$ cat src/rtl/ssi_consts.svh
// Purpose: Offsets, field positions, reset values and rates of the serial block
// Assumes: APB byte addresses, one 32-bit aligned word per register
// Notes:   Included by the bench and the design
`ifndef SSI_CONSTS_SVH
`define SSI_CONSTS_SVH
// Register byte addresses
`define SSI_OFS_DATA   12'h000
`define SSI_OFS_CTRL0  12'h004
`define SSI_OFS_CTRL1  12'h008
`define SSI_OFS_CTRL2  12'h00c
// Control zero fields
`define SSI_C0_ROLE_HI 7
`define SSI_C0_ROLE_LO 5
`define SSI_C0_PDOWN   4
`define SSI_C0_ON      1
// Control two fields
`define SSI_C2_EDGE    5
`define SSI_C2_IDLE    4
`define SSI_C2_ORDER   3
`define SSI_C2_SELON   2
`define SSI_C2_WRITE_COLLISION_FLAG    1
`define SSI_C2_DONE    0
// Reset values
`define SSI_RST_DATA   8'h00
`define SSI_RST_CTRL0  8'h00
`define SSI_RST_CTRL2  8'h00
// Role codes at or above this value select slave
`define SSI_SLAVE_CODE 3'h5
// Half serial clock period in system clocks per role code
`define SSI_HALF_0     8'h02
`define SSI_HALF_1     8'h08
`define SSI_HALF_2     8'h20
`define SSI_HALF_3     8'h01
`define SSI_HALF_4     8'h30
`define SSI_LAST_BIT   4'h7
`endif

$ cat src/rtl/ssi_pkg.sv
// Purpose: Types of the serial block
// Assumes: Constants come from the consts header
// Notes:   All block state travels as one packed struct
package ssi_pkg;
  typedef enum logic [1:0] {
    SSI_IDLE  = 2'b00,
    SSI_LEAD  = 2'b01,
    SSI_TRAIL = 2'b10,
    SSI_SRUN  = 2'b11
  } ssi_state_t;

  typedef struct packed {
    ssi_state_t  st;
    logic [7:0]  data;
    logic [7:0]  ctrl0;
    logic [7:0]  ctrl2;
    logic [3:0]  bitcnt;
    logic [7:0]  divcnt;
    logic        sck;
    logic        sdo;
    logic        samp;
    logic        sck_prev;
  } ssi_regs_t;
endpackage : ssi_pkg

$ cat src/rtl/ssi_serial.sv
// Purpose: Serial shift interface, master or slave, full duplex, APB registers
// Assumes: Pin inputs synchronous to CLK; APB slave never waits
// Notes:   Build options are parameters; control two shares storage with slave address
//
// Added by the designer: the placing of the registers and register access over APB.
`include "ssi_consts.svh"
`timescale 1ns/10ps
`default_nettype none

// Summary of operation
// Serial function only with build select, then enable
// Disabled module floats all four pins
// Software initialises controls after enabling
// Role field picks master/slave and master rate
// Slave clock comes from the outside master
// Master data write starts full-duplex shift
// Slave shifts on each received clock edge
// Done flag set at end, low while busy
// Only software clears the done flag; code also clears it at each transfer start
// Data write while busy sets collision flag
// Data write while busy is discarded
// Collision flag sticky, exists by build option
// Select-enable low floats select pin
// Select-enable bit exists by build option
// Bit order high sends MSB first
// Pin drive follows role, select-enable, enable
// Select precedes clock; slave ready before select
// Control zero enable/power/rate, control two rest
// Control two is the slave address storage
// Eight bits per transfer, then done
// Idle level in master, edge select in slave
module ssi_serial #(
  parameter bit SPI_SELECT = 1'b1,
  parameter bit HAS_WRITE_COLLISION_FLAG   = 1'b1,
  parameter bit HAS_SELECT_PIN_ON   = 1'b1
) (
  input  wire logic        CLK,
  input  wire logic        RESETN,
  input  wire logic        PSEL,
  input  wire logic        PENABLE,
  input  wire logic        PWRITE,
  input  wire logic [11:0] PADDR,
  input  wire logic [31:0] PWDATA,
  output logic      [31:0] PRDATA,
  output logic             PREADY,
  output logic             PSLVERR,
  input  wire logic        SCK_I,
  output logic             SCK_O,
  output logic             SCK_OE,
  input  wire logic        SDI_I,
  output logic             SDO_O,
  output logic             SDO_OE,
  input  wire logic        SS_N_I,
  output logic             SS_N_O,
  output logic             SS_N_OE,
  output logic             XFER_DONE
);

  // Half period of the master clock for a role code
  function automatic logic [7:0] half_period(input logic [2:0] code);
    case (code)
      3'h0:    half_period = `SSI_HALF_0;
      3'h1:    half_period = `SSI_HALF_1;
      3'h2:    half_period = `SSI_HALF_2;
      3'h3:    half_period = `SSI_HALF_3;
      default: half_period = `SSI_HALF_4;
    endcase
  endfunction : half_period

  // Bit that leaves first for the chosen order
  function automatic logic out_bit(input logic [7:0] d, input logic msb);
    out_bit = msb ? d[7] : d[0];
  endfunction : out_bit

  // Shift one bit in from the side opposite the output
  function automatic logic [7:0] shift_in(input logic [7:0] d, input logic msb, input logic b);
    shift_in = msb ? {d[6:0], b} : {b, d[7:1]};
  endfunction : shift_in

  ssi_pkg::ssi_regs_t r_reg;
  ssi_pkg::ssi_regs_t r_next;

  logic       on;
  logic       master;
  logic       msb;
  logic       select_pin_on;
  logic       busy;
  logic       wr;
  logic       wr_data;
  logic       wr_c0;
  logic       wr_c2;
  logic       mapped;
  logic       sel_ok;
  logic       edge_rise;
  logic       edge_fall;
  logic       s_sample;
  logic       s_shift;
  logic       half_end;
  logic [7:0] wbyte;

  // Decoded controls
  assign on     = SPI_SELECT & r_reg.ctrl0[`SSI_C0_ON];
  assign master = r_reg.ctrl0[`SSI_C0_ROLE_HI:`SSI_C0_ROLE_LO] < `SSI_SLAVE_CODE;
  assign msb    = r_reg.ctrl2[`SSI_C2_ORDER];
  assign select_pin_on   = HAS_SELECT_PIN_ON & r_reg.ctrl2[`SSI_C2_SELON];
  assign busy   = (r_reg.st != ssi_pkg::SSI_IDLE);
  assign wbyte  = PWDATA[7:0];

  // APB decode; accesses finish in the access phase
  assign wr      = PSEL & PENABLE & PWRITE;
  assign mapped  = (PADDR == `SSI_OFS_DATA) | (PADDR == `SSI_OFS_CTRL0) |
                   (PADDR == `SSI_OFS_CTRL1) | (PADDR == `SSI_OFS_CTRL2);
  assign wr_data = wr & (PADDR == `SSI_OFS_DATA);
  assign wr_c0   = wr & (PADDR == `SSI_OFS_CTRL0);
  assign wr_c2   = wr & (PADDR == `SSI_OFS_CTRL2);
  assign PREADY  = 1'b1;
  assign PSLVERR = PSEL & PENABLE & ~mapped;

  // Read mux; control one is unused and reads zero
  always_comb begin
    PRDATA = 32'h0000_0000;
    if (PSEL & ~PWRITE) begin
      case (PADDR)
        `SSI_OFS_DATA:  PRDATA = {24'h00_0000, r_reg.data};
        `SSI_OFS_CTRL0: PRDATA = {24'h00_0000, r_reg.ctrl0};
        `SSI_OFS_CTRL2: PRDATA = {24'h00_0000, r_reg.ctrl2};
        default:        PRDATA = 32'h0000_0000;
      endcase
    end
  end

  // Slave edge detection on the received clock
  assign sel_ok    = ~select_pin_on | ~SS_N_I;
  assign edge_rise = SCK_I & ~r_reg.sck_prev;
  assign edge_fall = ~SCK_I & r_reg.sck_prev;
  assign s_sample  = r_reg.ctrl2[`SSI_C2_EDGE] ? edge_fall : edge_rise;
  assign s_shift   = r_reg.ctrl2[`SSI_C2_EDGE] ? edge_rise : edge_fall;
  assign half_end  = (r_reg.divcnt == 8'(half_period(r_reg.ctrl0[`SSI_C0_ROLE_HI:`SSI_C0_ROLE_LO]) - 8'h01));

  // Next state
  always_comb begin
    r_next          = r_reg;
    r_next.sck_prev = SCK_I;
    // Software writes to controls; a written zero clears a flag, a written one keeps it
    if (wr_c0) begin
      r_next.ctrl0 = wbyte;
    end
    if (wr_c2) begin
      r_next.ctrl2[7:2] = wbyte[7:2];
      r_next.ctrl2[`SSI_C2_WRITE_COLLISION_FLAG] = r_reg.ctrl2[`SSI_C2_WRITE_COLLISION_FLAG] & wbyte[`SSI_C2_WRITE_COLLISION_FLAG];
      r_next.ctrl2[`SSI_C2_DONE] = r_reg.ctrl2[`SSI_C2_DONE] & wbyte[`SSI_C2_DONE];
    end
    if (!HAS_SELECT_PIN_ON) begin
      r_next.ctrl2[`SSI_C2_SELON] = 1'b0;
    end
    // Data write: collision when busy, else load
    if (wr_data && on && busy) begin
      r_next.ctrl2[`SSI_C2_WRITE_COLLISION_FLAG] = HAS_WRITE_COLLISION_FLAG;
    end else if (wr_data) begin
      r_next.data = wbyte;
    end
    case (r_reg.st)
      ssi_pkg::SSI_IDLE: begin
        r_next.sck    = ~r_reg.ctrl2[`SSI_C2_IDLE];
        r_next.divcnt = 8'h00;
        r_next.bitcnt = 4'h0;
        r_next.sdo    = out_bit(wr_data ? wbyte : r_reg.data, msb);
        if (on && master && wr_data) begin
          r_next.st = ssi_pkg::SSI_LEAD;
          r_next.ctrl2[`SSI_C2_DONE] = 1'b0;
        end else if (on && !master && sel_ok && s_sample) begin
          r_next.data   = shift_in(r_reg.data, msb, SDI_I);
          r_next.bitcnt = 4'h1;
          r_next.st     = ssi_pkg::SSI_SRUN;
          r_next.ctrl2[`SSI_C2_DONE] = 1'b0;
        end
      end
      ssi_pkg::SSI_LEAD: begin
        r_next.divcnt = r_reg.divcnt + 8'h01;
        if (half_end) begin
          r_next.divcnt = 8'h00;
          r_next.sck    = r_reg.ctrl2[`SSI_C2_IDLE];
          r_next.samp   = SDI_I;
          r_next.st     = ssi_pkg::SSI_TRAIL;
        end
      end
      ssi_pkg::SSI_TRAIL: begin
        r_next.divcnt = r_reg.divcnt + 8'h01;
        if (half_end) begin
          r_next.divcnt = 8'h00;
          r_next.sck    = ~r_reg.ctrl2[`SSI_C2_IDLE];
          r_next.data   = shift_in(r_reg.data, msb, r_reg.samp);
          r_next.sdo    = out_bit(shift_in(r_reg.data, msb, r_reg.samp), msb);
          r_next.bitcnt = r_reg.bitcnt + 4'h1;
          if (r_reg.bitcnt == `SSI_LAST_BIT) begin
            r_next.st = ssi_pkg::SSI_IDLE;
            r_next.ctrl2[`SSI_C2_DONE] = 1'b1;
          end else begin
            r_next.st = ssi_pkg::SSI_LEAD;
          end
        end
      end
      ssi_pkg::SSI_SRUN: begin
        if (!sel_ok) begin
          r_next.st = ssi_pkg::SSI_IDLE;
        end else if (s_shift) begin
          r_next.sdo = out_bit(r_reg.data, msb);
        end else if (s_sample) begin
          r_next.data   = shift_in(r_reg.data, msb, SDI_I);
          r_next.bitcnt = r_reg.bitcnt + 4'h1;
          if (r_reg.bitcnt == `SSI_LAST_BIT) begin
            r_next.st = ssi_pkg::SSI_IDLE;
            r_next.ctrl2[`SSI_C2_DONE] = 1'b1;
          end
        end
      end
      default: begin
        r_next.st = ssi_pkg::SSI_IDLE;
      end
    endcase
    // Disabled or role change aborts any transfer
    if (!on || (master != (r_reg.st != ssi_pkg::SSI_SRUN) && busy)) begin
      r_next.st = ssi_pkg::SSI_IDLE;
    end
  end

  // State register
  always_ff @(posedge CLK or negedge RESETN) begin
    if (!RESETN) begin
      r_reg.st       <= ssi_pkg::SSI_IDLE;
      r_reg.data     <= `SSI_RST_DATA;
      r_reg.ctrl0    <= `SSI_RST_CTRL0;
      r_reg.ctrl2    <= `SSI_RST_CTRL2;
      r_reg.bitcnt   <= 4'h0;
      r_reg.divcnt   <= 8'h00;
      r_reg.sck      <= 1'b1;
      r_reg.sdo      <= 1'b0;
      r_reg.samp     <= 1'b0;
      r_reg.sck_prev <= 1'b0;
    end else begin
      r_reg <= r_next;
    end
  end

  // Pin drive by role, select-enable and enable
  assign SCK_O     = r_reg.sck;
  assign SCK_OE    = on & master;
  assign SDO_O     = r_reg.sdo;
  assign SDO_OE    = on & (master | sel_ok);
  assign SS_N_O    = 1'b0;
  assign SS_N_OE   = on & master & select_pin_on;
  assign XFER_DONE = r_reg.ctrl2[`SSI_C2_DONE];

  // Assertions
  logic [2:0] role;
  assign role = r_reg.ctrl0[`SSI_C0_ROLE_HI:`SSI_C0_ROLE_LO];
endmodule : ssi_serial
`default_nettype wire
$ cat config.mk
export PLATFORM = sky130hd
export DESIGN_NAME = ssi_serial
export DESIGN_NICKNAME = d
export VERILOG_FILES = /design/src/rtl/ssi_pkg.sv /design/src/rtl/ssi_serial.sv
export VERILOG_INCLUDE_DIRS = /design/src /design/src/rtl
export SDC_FILE = /design/constraint.sdc
export NUM_CORES = 1
export LEC_CHECK = 0
export BUFFER_PORTS_ARGS = -buffer_cell sky130_fd_sc_hd__buf_2
export CAP_MARGIN = 20
export CORE_MARGIN = 10
export CORE_UTILIZATION = 45
export CTS_CLUSTER_DIAMETER = 120
export DETAILED_ROUTE_END_ITERATION = 7
export PLACE_DENSITY = 0.74
export SYNTH_ARGS = -nofsm -noshare
export SYNTH_HDL_FRONTEND = slang
export SYNTH_SLANG_ARGS = --single-unit
$ cat constraint.sdc
create_clock -name CLK -period 3.03 [get_ports CLK]
set_clock_uncertainty 0.15 [all_clocks]
set_input_delay 0.303 -clock CLK [delete_from_list [all_inputs] [get_ports CLK]]
set_output_delay 0.303 -clock CLK [all_outputs]
set_load 0.02 [all_outputs]
=== Yosys cells after proc, flatten, opt, wreduce, memory -nomap -nowiden ===
Cells that the tools add are included.

* Register bits: 42
* Bits of input ports: 52
* Output and inout bits: 41
* Word-level logic and storage cells: 132

* Add/subtract/negate cells: 3
* $lt $le $gt $ge: 1
* Equality and inequality tests: 25
* Muxes and demuxes: 42
* Bitwise logic cells: 26
* Reduce and logical (&&, ||, !) cells: 23

{| class="wikitable"
|+ Operators with widths
! cell !! number
|-
| 8-bit 2-to-1 mux || 6
|-
| 8-bit one-hot mux with 3 select lines || 2
|-
| 10-bit 2-to-1 mux || 4
|-
| 32-bit 2-to-1 mux || 1
|-
| 9-bit one-hot mux with 3 select lines || 1
|-
| 12-bit by 4-bit equality test with 1-bit output, second input constant || 2
|-
| 6-bit one-hot mux with 4 select lines || 1
|-
| 5-bit 2-to-1 mux || 4
|-
| 4-bit inequality test, second input constant || 4
|-
| 15-bit 2-to-1 mux || 1
|-
| 5-bit one-hot mux with 3 select lines || 1
|-
| 1-bit bitwise AND || 14
|-
| 2-bit inequality test, second input constant || 7
|-
| 12-bit by 3-bit equality test with 1-bit output, second input constant || 1
|-
| 12-bit logical NOT || 1
|-
| 2-bit 2-to-1 mux || 6
|-
| 1-bit 2-to-1 mux || 11
|-
| 9-bit 2-to-1 mux || 1
|-
| 8-bit by 1-bit adder with 8-bit output, second input constant || 1
|-
| 8-bit equality test || 1
|-
| 1-bit logical AND || 8
|-
| 2-bit one-hot mux with 4 select lines || 1
|-
| 8-bit by 1-bit subtractor with 8-bit output, second input constant || 1
|-
| 1-bit inverter || 7
|-
| other kinds (23) || 33
|}

=== Logic depth before layout (Yosys ltp) ===
* Depth after elaboration: 11
* Gate-level depth with buffers: 10
* Mapped depth without buffers: 9

=== Least setup slack after synthesis ===
OpenSTA, ideal clock, no wires.

* Path type: reg2reg
* Start point: reg r_reg[29] in the netlist's numbering
* End point: reg r_reg[15] in the netlist's numbering
* Library setup time: 0.077 ns
* Arrival: 2.679 ns
* Required time: 2.803 ns
* Slack: 0.124 ns
* Cell stages (with the launch flop): 11
* Buffers on the path: 1
* Clock period less this slack: 2.906 ns
* Cells stage by stage: dfrtp_1 buf_2 or3_1 ha_1 ha_1 xnor2_1 a2111oi_4 o21a_4 a21boi_4 or4_1 a21oi_1

* Longest elaborated chain between the ends: 6
* Elaborated cells between the ends (all ways): 14
* Classes of those cells: add/sub: 1; order compare: 1; eq/ne: 5; mux: 3; reduce/logical: 4

{| class="wikitable"
|+ Ends and longest elaborated chain
! what !! line !! text
|-
| from (decl) || ssi_serial.sv:80 || <nowiki>ssi_pkg::ssi_regs_t r_reg;</nowiki>
|-
| from (signal assigned) || ssi_serial.sv:241 || <nowiki>r_reg <= r_next;</nowiki>
|-
| 3-bit by 2-bit equality test with 1-bit output (tied with other cells) || ssi_serial.sv:61 || <nowiki>case (code)</nowiki>
|-
| 6-bit one-hot mux with 4 select lines || ssi_serial.sv:61 ||
|-
| 8-bit by 1-bit subtractor with 8-bit output || ssi_serial.sv:138 || <nowiki>assign half_end = (r_reg.divcnt == 8'(half_period(r_reg.ctrl0[`SSI_C0_ROLE_HI:`SSI_C0_ROLE_LO]) - 8'h01));</nowiki>
|-
| 8-bit equality test || ssi_serial.sv:138 ||
|-
| 2-bit inequality test (no source line) || -- ||
|-
| 5-bit AND reduction (no source line) || -- ||
|}

Parallel ways exist; a longest one is shown, timed or not.
A chain may end at the register's enable or synchronous reset.

=== Final worst setup path ===
* Start point: reg r_reg[31] in the netlist's numbering
* End point: reg r_reg[15] in the netlist's numbering

Same word-level chain as after synthesis.

==> out/metrics.yaml <==
startpoint: "r_reg[31]$_DFFE_PN0P_"
cts_hold_buffers: 0
synthToLayoutAreaGrowth_pct: 10.2
ys_warn_count: 0
synth-edff-count: 0
drt_iter0_drc: 133
avgSynthCellArea_sq_um: 9.51
holdWs_ns: -0.00968
die_area_sq_um: 10600
track_usage: 0.144
wl_per_cell_um: 17.0
crit_type: "flop to flop"
place_area_sq_um: 3320
synth_cells: 327
fin_setup_tns_ns: 0
post-route-drc-count: 0
synth-async-reset-ratio: 1.00
grt_pass1_wl_um: 12300
crit_chain: "buf_4, nand3b_1, ha_2, ha_1, xnor2_1, a2111oi_4, o21a_4, a21boi_4, or4_1, a21oi_1"
crit_buf_inv: 1
dr.pass1.iters: 4
vias: 2569
grt_antenna_before_repair: 0
status: "finished, violations left"
portBuffers: 42
end_kind: "flop"
seq_area_sq_um: 1050
routed_via_density: 5.67
slew_headroom: 0.358
worst_pin_slew_ns: 0.963
insertion_delay_ns: 0.31
dp.final_hpwl_um: 5860
power_w: 0.00102
slowest_stage: "or4_1"
critical_path.max_stage_delay_ns: 0.49
largest_reg_flops: 37
clk_pin_slew_ns: 0.08
dieHeight_um: 103
synthDistinctLibCells: 63
initial_core_util: 0.460
cts.sinks: 42
maxCapViolCount: 0
synth_area_sq_um: 3110
globalplace.congestion: 0.868
clk_path_buf_depth: 2
ys_seq_elements: 42
rows: 30
grt_max_degree: 43
cp_top_family: "compound AO/OA/AOI/OAI gates"
clock-root-buffer: "clkbuf_8"
hold_viol: 8
grt_remaining_overflow: 0
ant_nets: 0
finalInstanceArea_sq_um: 3430
crit_fanout: 6
setup_viol: 0
worstHoldPathType: "primary input to asynchronous set/reset pin"
synth_top_flop_cell: "dfrtp_1"
first_global_vias: 2557
ctsHtreeMaxLevel: 2
power.static_leakage_nw: 1.44
report.final.slew_viol_count: 0
chipWidth_um: 103
fin_crit_ns: 2.87
critPathLaunchType: "flop"
cts_made_buffers: 5
ir_drop_uv: 190
core_area_sq_um: 6760
worstReg2RegStart: "r_reg[31]$_DFFE_PN0P_"
diodes: 0
p_per_area_nw_per_um2: 299
fmax_mhz: 349
violations: "hold timing"
required_ns: 3.10
nNetsFinal: 432
layout-drive-gt1-share: 0.284
multi_input_area_sq_um: 1870
wirelength_um: 7710
layout_common_cells: "buf_2 (42), dfrtp_1 (41), conb_1 (26)"
min_period_over_period: 0.947
layout_commonest_cell: "buf_2"
arrival_ns: 2.94
cts_tree: "built"
io_pins: 93
yosysSeqAreaShare: 0.338
n_fill_cell: 646
## per-layer routing
| layer | up-vias | GRT usage | wire length, um |
|---|---|---|---|
| met4 | 0 | 0.0257 | 90 |
| met3 | 10 | 0.0402 | 507 |
| met5 | - | 0 | 0 |
| met2 | 75 | 0.235 | 3780 |
| met1 | 1251 | 0.187 | 3330 |
| li1 | 1233 | - | - |
## synthesized netlist by cell type (9+ instances only)
| cell | number | area (sq um) |
|---|---|---|
| buf_4 | 27 | 203 |
| a22oi_1 | 9 | 67.6 |
| mux2i_1 | 18 | 180 |
| nand3_1 | 10 | 50.1 |
| dfrtp_1 | 41 | 1030 |
| inv_1 | 10 | 37.5 |
| o21ai_0 | 15 | 75.1 |
| a21oi_1 | 9 | 45.0 |
| nor2_1 | 21 | 78.8 |
| mux2_2 | 24 | 270 |
| nand2_1 | 23 | 86.3 |
## stage by stage
step	hold slack, ns	setup slack (ns)	cells	utilization
finish	-0.00968	0.161	453	0.507
global route	0.0194	-0.0153	453	0.507
CTS	0.0195	0.0339	452	0.505
detailed placement	0.333	0.0605	444	0.492
global placement	0.320	0.142	444	0.492
floorplan	-0.143	0.124	351	-
## area by class of cell
type,count,area share
clock inverters,2,0.00402
multi-input cells,261,0.544
inverters,10,0.0110
repair buffers,52,0.0832
well taps,80,0.0292
flip-flops and latches,42,0.307
clock buffers,6,0.0212
## power by group
| part | internal (W) | total (W) | switching (W) | leakage, nW |
|---|---|---|---|---|
| sequential | 0.000562 | 0.000564 | 0.00000178 | 0.521 |
| combinational | 0.0000242 | 0.0000910 | 0.0000668 | 0.874 |
| clock | 0.000163 | 0.000369 | 0.000206 | 0.0452 |
## final timing paths
kind                       cells after the start  slack (ns)                     to
min in group CLK                               1        0.02     r_reg[0]$_DFF_PN0_
max in group asynchronous                      1        2.13  r_reg[15]$_DFFE_PN0P_
hold reg to reg                                1        0.36  r_reg[28]$_DFFE_PN0P_
setup / recovery                              10        0.16  r_reg[15]$_DFFE_PN0P_
setup reg to reg                              10        0.16  r_reg[15]$_DFFE_PN0P_
hold / removal                                 1       -0.01  r_reg[28]$_DFFE_PN0P_
## cells by family after synthesis
kind of cell / Yosys count / synth area share
compound gates: 76 / 0.189
xor+xnor: 11 / 0.0310
fa+ha+maj: 8 / 0.0322
buf+inv: 48 / 0.0937
flops: 42 / 0.338
mux: 42 / 0.145
other cells: 2 / 0.00241
simple gates: 98 / 0.169
## repair_timing
action                     in CTS  in global routing
gates resized for setup         0                  3
setup buffers                   0                  1
hold endpoints to repair        0                  0
setup endpoints to repair       0                 18
Power figures use the tool's default switching activity.
